File: src/main_memory_addr_mapper_pkg.sv
//
// Overview of operation
// - Memory-type select bit switches to SRAM; column strobes become byte selects.
// - Select 0/1 are bank 0 low/high bytes, select 2/3 bank 1.
// - SRAM spans 16 Mbyte, two 16-bit banks, word address on bits 23..1.
// - Three-bit size field picks 1M, 2x1M, 2M, 2x2M, 8M or 2x8M.
// - Enhanced-page bit enables enhanced mode; DRAM also needs option bit 1.
// - With SRAM, configuration bits 1..0 select wait states.
// - Wait states: 00 gives 0/1, 01 gives 1/1, extended 01 gives 2/2.
// - Asymmetric row/column addressing serves 512K x8 and 1M x16 parts.
// - 1M-per-bank page mode: row A19..A10, column A9..A1 on upper pins.
// - All memory transfers run synchronously with the system clock.
// - Twelve multiplexed address outputs share upper system address pins.
//
package main_memory_addr_mapper_pkg;

  // ****************************************
  // Register indices and bit positions
  // ****************************************
  localparam logic [7:0] IDX_WAIT_EXT = 8'h63;
  localparam logic [7:0] IDX_VERSION = 8'h64;
  localparam logic [7:0] IDX_MEM_CFG = 8'h66;
  localparam logic [7:0] IDX_MISC_TYPE = 8'h70;
  localparam logic [7:0] IDX_SYM_SIZE = 8'hb1;
  localparam logic [7:0] IDX_ALT_SIZE = 8'hb4;
  localparam logic [7:0] IDX_STATUS = 8'hc0;
  localparam logic [7:0] RST_REG = 8'h00;
  localparam int BIT_WAIT_EXT = 4;
  localparam int BIT_ENH_2M = 4;
  localparam int BIT_ENH = 0;
  localparam int BIT_DRAM_OPT = 1;
  localparam int BIT_SRAM_SEL = 0;
  localparam int BIT_ALT_SIZE = 7;
  localparam int MS_LSB = 2;
  localparam int SYM_LSB = 6;

  // ****************************************
  // SRAM wait-state counts
  // ****************************************
  localparam logic [1:0] WS_ZERO = 2'h0;
  localparam logic [1:0] WS_ONE = 2'h1;
  localparam logic [1:0] WS_TWO = 2'h2;

  // ****************************************
  // Types
  // ****************************************
  typedef enum logic [3:0] {
    CFG_NONE, CFG_1M, CFG_2X1M, CFG_2M, CFG_2X2M, CFG_8M, CFG_2X8M,
    CFG_512K, CFG_2X512K, CFG_2M_ASYM, CFG_2X2M_ASYM
  } cfg_t;

  typedef enum logic [2:0] {ST_IDLE, ST_ROW, ST_COL, ST_SRAM, ST_DONE} state_t;

  typedef struct packed {
    logic [11:0] row;
    logic [11:0] col;
    logic bank;
  } mux_t;

  typedef struct packed {
    logic [23:1] sa;
    logic [3:0] strobeSelN;
    logic [1:0] rowStrobeN;
    logic writeN;
  } pins_t;

endpackage

File: src/main_memory_addr_mapper.sv
// The implementer's own choice: the Wishbone slave port.
module main_memory_addr_mapper
  import main_memory_addr_mapper_pkg::*;
(
  input wire logic sys_clk,
  input wire logic rst_b,
  input wire logic wb_cyc_i,
  input wire logic wb_stb_i,
  input wire logic wb_we_i,
  input wire logic [9:0] wb_adr_i,
  input wire logic [3:0] wb_sel_i,
  input wire logic [31:0] wb_dat_i,
  output logic [31:0] wb_dat_o,
  output logic wb_ack_o,
  input wire logic memReq,
  input wire logic memWe,
  input wire logic [23:1] memAddr,
  input wire logic [1:0] memByteEn,
  output logic memAck,
  output logic [23:1] systemAddressBus,
  output logic [3:0] colStrobeSelN,
  output logic [1:0] rowStrobeN,
  output logic memoryWriteStrobeN
);

  // ****************************************
  // State
  // ****************************************
  logic [7:0] waitExt_r, waitExt_nxt, version_r, version_nxt, memCfg_r, memCfg_nxt;
  logic [7:0] miscType_r, miscType_nxt, symSize_r, symSize_nxt, altSize_r, altSize_nxt;
  logic wbAck_r, wbAck_nxt;
  logic [7:0] wbDat_r, wbDat_nxt;
  state_t state_r, state_nxt;
  logic [23:1] addr_r, addr_nxt;
  logic we_r, we_nxt;
  logic [1:0] be_r, be_nxt;
  logic bank_r, bank_nxt;
  logic [1:0] waitCnt_r, waitCnt_nxt;
  logic memAck_r, memAck_nxt;
  pins_t pins_r, pins_nxt;
  cfg_t cfg;
  logic sramMode, enhActive, cfgValid;
  logic [1:0] rdWait, wrWait;
  logic [7:0] regIdx, status;
  mux_t rowNow, colLat;

  // ****************************************
  // Address translation
  // ****************************************
  function automatic mux_t mapAddr(input cfg_t c, input logic enh, input logic [23:1] a);
    mux_t m;
    m = '0;
    m.row[9:0] = a[19:10];
    m.col[8:0] = a[9:1];
    case (c)
      CFG_2X1M: begin
        m.bank = a[20];
        if (enh) begin
          m.row[0] = a[20];
          m.bank = a[10];
        end
      end
      CFG_2M: begin
        m.row[0] = a[20];
        m.col[9] = a[10];
      end
      CFG_2X2M: begin
        m.row[0] = a[20];
        m.col[9] = a[10];
        m.bank = a[21];
        if (enh) begin
          m.row[1] = a[21];
          m.bank = a[11];
        end
      end
      CFG_8M, CFG_2X8M: begin
        m.row[0] = a[20];
        m.row[1] = a[21];
        m.row[10] = a[22];
        m.col[9] = a[10];
        m.col[10] = a[11];
        if (c == CFG_2X8M) begin
          m.bank = a[23];
          if (enh) begin
            m.row[2] = a[23];
            m.bank = a[12];
          end
        end
      end
      CFG_512K: m.row[9] = 1'b0;
      CFG_2X512K: begin
        m.row[9] = 1'b0;
        m.bank = a[19];
        if (enh) begin
          m.row[0] = a[19];
          m.bank = a[10];
        end
      end
      CFG_2M_ASYM: begin
        m.row[11] = a[20];
        m.row[10] = a[9];
        m.col[8] = 1'b0;
      end
      CFG_2X2M_ASYM: begin
        m.row[11] = a[20];
        m.row[10] = a[21];
        m.col[8] = 1'b0;
        m.bank = a[9];
      end
      default: m.bank = 1'b0;
    endcase
    return m;
  endfunction

  // Places the multiplexed address on the shared upper system address pins.
  function automatic logic [23:1] placeOnSa(input logic [11:0] ma, input logic [23:1] a);
    logic [23:1] s;
    s = a;
    s[23:14] = ma[9:0];
    s[13] = ma[10];
    s[12] = ma[11];
    return s;
  endfunction

  // ****************************************
  // Configuration decode
  // ****************************************
  always_comb begin
    cfg = CFG_NONE;
    if (!altSize_r[BIT_ALT_SIZE]) begin
      case (memCfg_r[MS_LSB+2:MS_LSB])
        3'h1: cfg = CFG_1M;
        3'h2: cfg = CFG_2X1M;
        3'h3: cfg = CFG_2M;
        3'h4: cfg = CFG_2X2M;
        3'h5: cfg = CFG_8M;
        3'h6: cfg = CFG_2X8M;
        default: cfg = CFG_NONE;
      endcase
    end else begin
      case (symSize_r[SYM_LSB+1:SYM_LSB])
        2'h0: cfg = CFG_512K;
        2'h1: cfg = CFG_2X512K;
        2'h2: cfg = CFG_2M_ASYM;
        default: cfg = CFG_2X2M_ASYM;
      endcase
    end
    sramMode = miscType_r[BIT_SRAM_SEL];
    // enhanced mode needs the DRAM option bit.
    // enhanced two 1M banks also needs the version bit.
    enhActive = !sramMode && memCfg_r[BIT_ENH] && memCfg_r[BIT_DRAM_OPT]
                && (cfg != CFG_2X1M || version_r[BIT_ENH_2M]);
    // two-bank asymmetric DRAM only in enhanced mode.
    cfgValid = (cfg != CFG_NONE) && (sramMode || enhActive || cfg != CFG_2X2M_ASYM);
    rdWait = WS_TWO;
    wrWait = WS_TWO;
    if (memCfg_r[1:0] == 2'h0) begin
      rdWait = WS_ZERO;
      wrWait = WS_ONE;
    end else if (memCfg_r[1:0] == 2'h1 && !waitExt_r[BIT_WAIT_EXT]) begin
      rdWait = WS_ONE;
      wrWait = WS_ONE;
    end
    rowNow = mapAddr(cfg, enhActive, memAddr);
    colLat = mapAddr(cfg, enhActive, addr_r);
    status = {cfg, state_r != ST_IDLE, cfgValid, enhActive, sramMode};
  end

  // ****************************************
  // Register bus
  // ****************************************
  always_comb begin
    regIdx = wb_adr_i[9:2];
    waitExt_nxt = waitExt_r;
    version_nxt = version_r;
    memCfg_nxt = memCfg_r;
    miscType_nxt = miscType_r;
    symSize_nxt = symSize_r;
    altSize_nxt = altSize_r;
    wbAck_nxt = wb_cyc_i && wb_stb_i && !wbAck_r;
    wbDat_nxt = wbDat_r;
    if (wbAck_nxt) begin
      if (regIdx == IDX_WAIT_EXT) begin
        wbDat_nxt = waitExt_r;
      end else if (regIdx == IDX_VERSION) begin
        wbDat_nxt = version_r;
      end else if (regIdx == IDX_MEM_CFG) begin
        wbDat_nxt = memCfg_r;
      end else if (regIdx == IDX_MISC_TYPE) begin
        wbDat_nxt = miscType_r;
      end else if (regIdx == IDX_SYM_SIZE) begin
        wbDat_nxt = symSize_r;
      end else if (regIdx == IDX_ALT_SIZE) begin
        wbDat_nxt = altSize_r;
      end else if (regIdx == IDX_STATUS) begin
        wbDat_nxt = status;
      end else begin
        wbDat_nxt = 8'h00;
      end
    end
    // Writes land at the edge where the master samples ack high.
    if (wbAck_r && wb_cyc_i && wb_stb_i && wb_we_i && wb_sel_i[0]) begin
      if (regIdx == IDX_WAIT_EXT) begin
        waitExt_nxt = wb_dat_i[7:0];
      end else if (regIdx == IDX_VERSION) begin
        version_nxt = wb_dat_i[7:0];
      end else if (regIdx == IDX_MEM_CFG) begin
        memCfg_nxt = wb_dat_i[7:0];
      end else if (regIdx == IDX_MISC_TYPE) begin
        miscType_nxt = wb_dat_i[7:0];
      end else if (regIdx == IDX_SYM_SIZE) begin
        symSize_nxt = wb_dat_i[7:0];
      end else if (regIdx == IDX_ALT_SIZE) begin
        altSize_nxt = wb_dat_i[7:0];
      end
    end
  end

  always_ff @(posedge sys_clk) begin
    if (!rst_b) begin
      waitExt_r <= RST_REG;
      version_r <= RST_REG;
      memCfg_r <= RST_REG;
      miscType_r <= RST_REG;
      symSize_r <= RST_REG;
      altSize_r <= RST_REG;
      wbAck_r <= 1'b0;
      wbDat_r <= RST_REG;
    end else begin
      waitExt_r <= waitExt_nxt;
      version_r <= version_nxt;
      memCfg_r <= memCfg_nxt;
      miscType_r <= miscType_nxt;
      symSize_r <= symSize_nxt;
      altSize_r <= altSize_nxt;
      wbAck_r <= wbAck_nxt;
      wbDat_r <= wbDat_nxt;
    end
  end

  // ****************************************
  // Access sequencer
  // ****************************************
  // every access step advances on the system clock.
  always_comb begin
    state_nxt = state_r;
    addr_nxt = addr_r;
    we_nxt = we_r;
    be_nxt = be_r;
    bank_nxt = bank_r;
    waitCnt_nxt = waitCnt_r;
    memAck_nxt = 1'b0;
    pins_nxt = pins_r;
    case (state_r)
      ST_IDLE: begin
        if (memReq) begin
          addr_nxt = memAddr;
          we_nxt = memWe;
          be_nxt = memByteEn;
          bank_nxt = rowNow.bank;
          if (!cfgValid) begin
            state_nxt = ST_DONE;
            memAck_nxt = 1'b1;
          end else if (sramMode) begin
            // word address straight onto the system address bus.
            pins_nxt.sa = memAddr;
            // byte selects by bank and lane.
            pins_nxt.strobeSelN[{rowNow.bank, 1'b0}] = !memByteEn[0];
            pins_nxt.strobeSelN[{rowNow.bank, 1'b1}] = !memByteEn[1];
            pins_nxt.writeN = !memWe;
            waitCnt_nxt = memWe ? wrWait : rdWait;
            state_nxt = ST_SRAM;
          end else begin
            // row address on the shared pins.
            pins_nxt.sa = placeOnSa(rowNow.row, memAddr);
            pins_nxt.rowStrobeN[rowNow.bank] = 1'b0;
            state_nxt = ST_ROW;
          end
        end
      end
      ST_ROW: begin
        // column phase follows the row phase.
        pins_nxt.sa = placeOnSa(colLat.col, addr_r);
        pins_nxt.strobeSelN[{bank_r, 1'b0}] = !be_r[0];
        pins_nxt.strobeSelN[{bank_r, 1'b1}] = !be_r[1];
        pins_nxt.writeN = !we_r;
        state_nxt = ST_COL;
      end
      ST_COL: begin
        pins_nxt.strobeSelN = 4'hf;
        pins_nxt.rowStrobeN = 2'h3;
        pins_nxt.writeN = 1'b1;
        memAck_nxt = 1'b1;
        state_nxt = ST_DONE;
      end
      ST_SRAM: begin
        // hold the access for the selected wait states.
        if (waitCnt_r == 2'h0) begin
          pins_nxt.strobeSelN = 4'hf;
          pins_nxt.writeN = 1'b1;
          memAck_nxt = 1'b1;
          state_nxt = ST_DONE;
        end else begin
          waitCnt_nxt = waitCnt_r - 2'h1;
        end
      end
      default: state_nxt = ST_IDLE;
    endcase
  end

  always_ff @(posedge sys_clk) begin
    if (!rst_b) begin
      state_r <= ST_IDLE;
      addr_r <= '0;
      we_r <= 1'b0;
      be_r <= 2'h0;
      bank_r <= 1'b0;
      waitCnt_r <= 2'h0;
      memAck_r <= 1'b0;
      pins_r <= '{sa: '0, strobeSelN: 4'hf, rowStrobeN: 2'h3, writeN: 1'b1};
    end else begin
      state_r <= state_nxt;
      addr_r <= addr_nxt;
      we_r <= we_nxt;
      be_r <= be_nxt;
      bank_r <= bank_nxt;
      waitCnt_r <= waitCnt_nxt;
      memAck_r <= memAck_nxt;
      pins_r <= pins_nxt;
    end
  end

  assign wb_ack_o = wbAck_r;
  assign wb_dat_o = {24'h000000, wbDat_r};
  assign memAck = memAck_r;
  assign systemAddressBus = pins_r.sa;
  assign colStrobeSelN = pins_r.strobeSelN;
  assign rowStrobeN = pins_r.rowStrobeN;
  assign memoryWriteStrobeN = pins_r.writeN;
endmodule

File: config.mk
export PLATFORM = sky130hd
export DESIGN_NAME = main_memory_addr_mapper
export DESIGN_NICKNAME = d
export VERILOG_FILES = /design/src/main_memory_addr_mapper_pkg.sv /design/src/main_memory_addr_mapper.sv
export SDC_FILE = /design/constraint.sdc
export NUM_CORES = 1
export LEC_CHECK = 0
export ABC_AREA = 1
export ABC_CLOCK_PERIOD_IN_PS = 3250
export BUFFER_PORTS_ARGS = -buffer_cell sky130_fd_sc_hd__buf_2
export CAP_MARGIN = 20
export CORE_MARGIN = 4
export CORE_UTILIZATION = 57
export DETAILED_ROUTE_END_ITERATION = 16
export PLACE_DENSITY = 0.85
export RECOVER_POWER = 50
export SYNTH_ARGS = -nofsm -noshare
export SYNTH_HDL_FRONTEND = slang
export SYNTH_SLANG_ARGS = --single-unit
File: constraint.sdc
create_clock -name sys_clk -period 3.25 [get_ports sys_clk]
set_input_delay 0.325 -clock sys_clk [delete_from_list [all_inputs] [get_ports sys_clk]]
set_output_delay 0.325 -clock sys_clk [all_outputs]
set_load 0.1 [all_outputs]
# Word level (Yosys, flattened, before mapping)
# Index checks and enable logic that the tools add are counted.
classes:
  add_sub_neg: 1
  magnitude_cmp: 10
  n_eq_ne: 36
  n_mux: 74
  bitwise: 7
  n_reduce_logical: 54
op_table:
  columns: ["op", "count"]
  rows:
  - ["30-bit 2-to-1 mux", 2]
  - ["8-bit 2-to-1 mux", 7]
  - ["23-bit one-hot mux with 2 select lines", 1]
  - ["8-bit by 7-bit == test with 1-bit output (second input constant)", 4]
  - ["1-bit 2-to-1 mux", 26]
  - ["8-bit == test (second input constant)", 3]
  - ["23-bit 2-to-1 mux", 1]
  - ["2-bit 2-to-1 mux", 10]
  - ["3-bit one-hot mux with 6 select lines", 1]
  - ["4-bit bitwise mux", 4]
  - ["4-bit by 3-bit == test with 1-bit output (second input constant)", 4]
  - ["1-bit logical AND", 16]
  - ["4-bit one-hot mux with 4 select lines", 1]
  - ["5-bit AND reduction", 3]
  - ["3-bit by 2-bit == test with 1-bit output (second input constant)", 4]
  - ["4-bit == test (second input constant)", 3]
  - ["2-bit by 3-bit less-than comparator with 1-bit output (second input constant)", 4]
  - ["4-bit 2-to-1 mux", 3]
  - ["2-bit != test (second input constant)", 6]
  - ["3-bit one-hot mux with 4 select lines", 1]
  - ["4-bit one-hot mux with 3 select lines", 1]
  - ["3-bit == test (second input constant)", 3]
  - ["1-bit logical NOT", 9]
  - ["3-bit 2-to-1 mux", 3]
  - ["other kinds (32)", 62]
totals:
  reg_bits: 108
  inputBits: 78
  out_inout_bits: 64
  elab_cells: 201

# Logic depth before layout (Yosys ltp)
logic_depth:
  ltp_word: 19
  mapped_depth: 16
  depth_no_buf: 15

# Least setup slack after synthesis
# OpenSTA, ideal clock, no wires.
synth_path:
  path_kind: "register to register"
  startpoint: "register wbAck_r, in the netlist wb_ack_o"
  endpoint: "register symSize_r[5]"
  setup_ns: 0.070
  arrival_ns: 2.183
  required_ns: 3.180
  setup_slack_ns: 0.998
  path_stages_with_launch: 8
  n_path_buf: 2
  synth_period_minus_slack_ns: 2.252
  path_cell_list: "dfxtp_1 -> and3_1 -> buf_2 -> inv_1 -> nor4_4 -> buf_2 -> o21ai_0 -> a21oi_1"
synth_via:
  elab_chain_cells: 5
synth_rtl:
  columns: ["item", "line_no", "source"]
  rows:
  - ["start: declaration", "main_memory_addr_mapper.sv:31", "logic wbAck_r, wbAck_nxt;"]
  - ["start signal: assignment", "main_memory_addr_mapper.sv:236", "wbAck_r <= wbAck_nxt;"]
  - ["1-bit logical AND (4 in a row)", "main_memory_addr_mapper.sv:202", "if (wbAck_r && wb_cyc_i && wb_stb_i && wb_we_i && wb_sel_i[0]) begin"]
  - ["6-bit AND reduction (no source line)", null, null]
  - ["end signal: assignment", "main_memory_addr_mapper.sv:234", "symSize_r <= symSize_nxt;"]
  - ["end: declaration", "main_memory_addr_mapper.sv:30", "logic [7:0] miscType_r, miscType_nxt, symSize_r, symSize_nxt, altSize_r, altSize_nxt;"]
# Every way passes these cells.
# A chain may end at the register's enable or synchronous reset.

# Worst setup path after layout
layout_path:
  startpoint: "register symSize_r[6]"
  endpoint: "register pins_r (netlist bit systemAddressBus[15])"
layout_via:
  elab_chain_cells: 12
  elab_cells_between_ends: 25
  classes_between: "eq/ne (8); mux (8); reduce/logical (9)"
layout_rtl:
  columns: ["item", "line_no", "source"]
  rows:
  - ["2-bit == test (tied with other cells)", "main_memory_addr_mapper.sv:141", "case (symSize_r[SYM_LSB+1:SYM_LSB])"]
  - ["4-bit one-hot mux with 3 select lines (*)", "main_memory_addr_mapper.sv:141", null]
  - ["4-bit 2-to-1 mux (*)", "main_memory_addr_mapper.sv:130", "if (!altSize_r[BIT_ALT_SIZE]) begin"]
  - ["4-bit by 2-bit != test with 1-bit output", "main_memory_addr_mapper.sv:152", "&& (cfg != CFG_2X1M || version_r[BIT_ENH_2M]);"]
  - ["1-bit logical OR", "main_memory_addr_mapper.sv:152", null]
  - ["1-bit logical AND", "main_memory_addr_mapper.sv:152", null]
  - ["1-bit 2-to-1 mux", "main_memory_addr_mapper.sv:71", "if (enh) begin"]
  - ["1-bit one-hot mux with 2 select lines", "main_memory_addr_mapper.sv:55", "case (c)"]
  - ["23-bit 2-to-1 mux", "main_memory_addr_mapper.sv:264", "end else if (sramMode) begin"]
  - ["30-bit 2-to-1 mux", "main_memory_addr_mapper.sv:261", "if (!cfgValid) begin"]
  - ["30-bit 2-to-1 mux", "main_memory_addr_mapper.sv:256", "if (memReq) begin"]
  - ["23-bit one-hot mux with 2 select lines", "main_memory_addr_mapper.sv:254", "case (state_r)"]
  - ["end signal: assignment", "main_memory_addr_mapper.sv:320", "pins_r <= '{sa: '0, strobeSelN: 4'hf, rowStrobeN: 2'h3, writeN: 1'b1};"]
  - ["end signal: assignment", "main_memory_addr_mapper.sv:329", "pins_r <= pins_nxt;"]
  - ["end: declaration", "main_memory_addr_mapper.sv:40", "pins_t pins_r, pins_nxt;"]
# Every way passes the cells marked *; elsewhere a longest branch is shown, timed or not. The select of a mux whose other input is x is not followed.

==> metrics.cfg <==
[status]
outcome=complete, no violations

[yosys]
seq_area_frac_synth=0.395
async_reset_ff_frac=0
yosysTopAreaCell=dfxtp_1
synthTopCellsByArea=dfxtp_1 39%, nand2_1 10%, a21oi_1 8.4%, o21ai_0 7.4%, nor2_1 5.3%
synth_top_area_frac=0.395
ys_ff_latch=108
synthCells=781
synthFlopType=dfxtp_1
synth_edf_count=0
synth_area_sq_um=5480
yosysWarnings=0
yosysUniqueCellTypes=48
postSynthAreaPerCell_sq_um=7.01

[route]
drt_iter0_markers=350
drt-total-wl_um=14600
ant_nets=0
vias=5513
drc=0
wl_per_cell_um=14.8
viasPerCell=5.59
dr.pass1.iters=5

[global_route]
grt.total_usage=0.255
grt_pass1_wl_um=23600
antenna_found_initial=0
grt_max_degree=66
grt_pass1_vias=4976
grt-ovfl-total=0

[floorplan]
fp.dieArea_sq_um=11200
core-area_sq_um=9280
start_util=0.590
rows=35
die_w_um=106
die_h_um=106
io_pins=142

[worst_setup_path]
end_kind=flop
cp_data_required_time_ns=3.56
critPathArrivalTime_ns=2.84
cp_max_fo=25
rr_worst_depth=15
critPathLaunchType=flop
setup.worst_path.class=flop to flop

[clock_tree]
cts_buffers=9
clock_sinks=108
hold_buffers=0
clkLatencyLatePin_ns=0.38
cts_root_buf=clkbuf_8
tritoncts=built
cts.repair.resized=0
h-tree-depth=3
post-cts-setup-buffers=0
cts_buffer_depth=2
clkSlewWorstSetupHoldPaths_ns=0.12

[worst_hold_path]
min_path_type=input pin to flop
min_path_cells=3

[layout]
finalInstanceArea_sq_um=6000
area_delta_synth_final_pct=9.57
layout-drive-gt1-share=0.116
final_net_count=933
fill_cells=887
diodes=0
post-route-util=0.646
fin_cells=986

[timing]
drv_slew=0
hold_violations=0
worst_slew_pin_slew_ns=1.18
min_period_over_period=0.778
max_freq_mhz=396
rsz0062_at_grt=no
setup_ws_ns=0.723
setup_violations=0
setup-tns-final_ns=0
fin_crit_ns=2.53
skew_ns=0.0133
slew_headroom=0.216

[place]
gp_congestion=0.961
portBuffers=88
dp.cells=970
placed_cell_area_sq_um=5860
pre_cts_ws_ns=0.780
hpwlAfterDp_um=10800

[run]
cap_viol_max_count=0

[power]
p_leak_nw=2.46
peakVddDrop_uv=270
power_density_nw_per_um2=428

## metrics by stage
| stage | total power, W | hold WS (ns) |
|---|---|---|
| after floorplan | 0.00173 | 0.425 |
| after global placement | 0.00179 | 0.435 |
| after detailed placement | 0.00180 | 0.446 |
| after CTS | 0.00258 | 0.209 |
| after global routing | 0.00266 | 0.215 |
| final | 0.00257 | 0.221 |
## cells by family after synthesis
kind of cell	synth area share
simple gates	0.260
buf+inv	0.117
fa+ha+maj	0.00685
other cells	0.000685
compound gates	0.221
flops	0.395
## worst paths after layout
path / from / end / slack [ns]
max: symSize_r[6] / systemAddressBus[15] / 0.72
min: memByteEn[1] / be_r[1] / 0.22
max reg2reg: symSize_r[6] / systemAddressBus[15] / 0.72
min reg2reg: memCfg_r[6] / memCfg_r[6] / 0.46
## sequential cells by signal, indices dropped and copies added, names as in the netlist, 2 cells and up, named ones only
register          count
rowStrobeN            2
symSize_r             8
systemAddressBus     23
waitCnt_r             2
waitExt_r             8
altSize_r             8
memCfg_r              8
state_r               3
wbDat_r               8
be_r                  2
version_r             8
miscType_r            8
addr_r               11
## critical path: stages, from the launching register on
cell     delay (ns)
dfxtp_1        0.38
inv_1          0.07
ha_1           0.25
nor2_1         0.12
nand2_1        0.07
nand3_2        0.20
inv_1          0.11
nor2_1         0.22
nand2_1        0.18
nand3_2        0.14
nand2_2        0.09
nand2_4        0.21
inv_4          0.15
nand2_1        0.13
nor2_1         0.06
nor2_1         0.09
## cell usage after synthesis, types with 6 or more instances
cell type / n
a21oi_1: 92
nand4_1: 11
clkbuf_1: 23
o21ai_0: 81
buf_4: 24
inv_1: 70
a211oi_1: 7
nor2_1: 77
nand3_1: 48
nand2_1: 149
o22ai_1: 6
dfxtp_1: 108
## power breakdown
group          total, W  switching (W)  internal, W
Combinational  0.000406       0.000335    0.0000713
Sequential      0.00136      0.0000159      0.00135
Clock          0.000796       0.000497     0.000299
## cell usage in the layout, fill, tap and decap left out, drive strengths merged, types with 8 or more instances in the layout
master,netlist,routed
nand2,157,157
dfxtp,108,108
a21oi,96,96
o21ai,86,86
nor2,79,79
inv,75,78
nand3,52,52
buf,33,52
clkbuf,23,50
conb,1,24
nand4,11,11
nor3,8,8
## layer usage
metal,GRT usage,routed length (um),vias up
li1,-,-,2712
met4,0.120,481,0
met3,0.0376,1120,40
met5,0,0,-
met2,0.419,6860,247
met1,0.331,6110,2514
## cell type report
| type | count | area, sq um | share of cell area |
|---|---|---|---|
| multi-input combinational | 561 | 2760 | 0.460 |
| clock inverter | 7 | 70.1 | 0.0117 |
| tap | 129 | 161 | 0.0269 |
| sequential | 108 | 2160 | 0.360 |
| inverter | 79 | 299 | 0.0498 |
| timing repair buffer | 93 | 424 | 0.0707 |
| clock buffer | 9 | 124 | 0.0206 |
(Power assumes the default switching activity.)
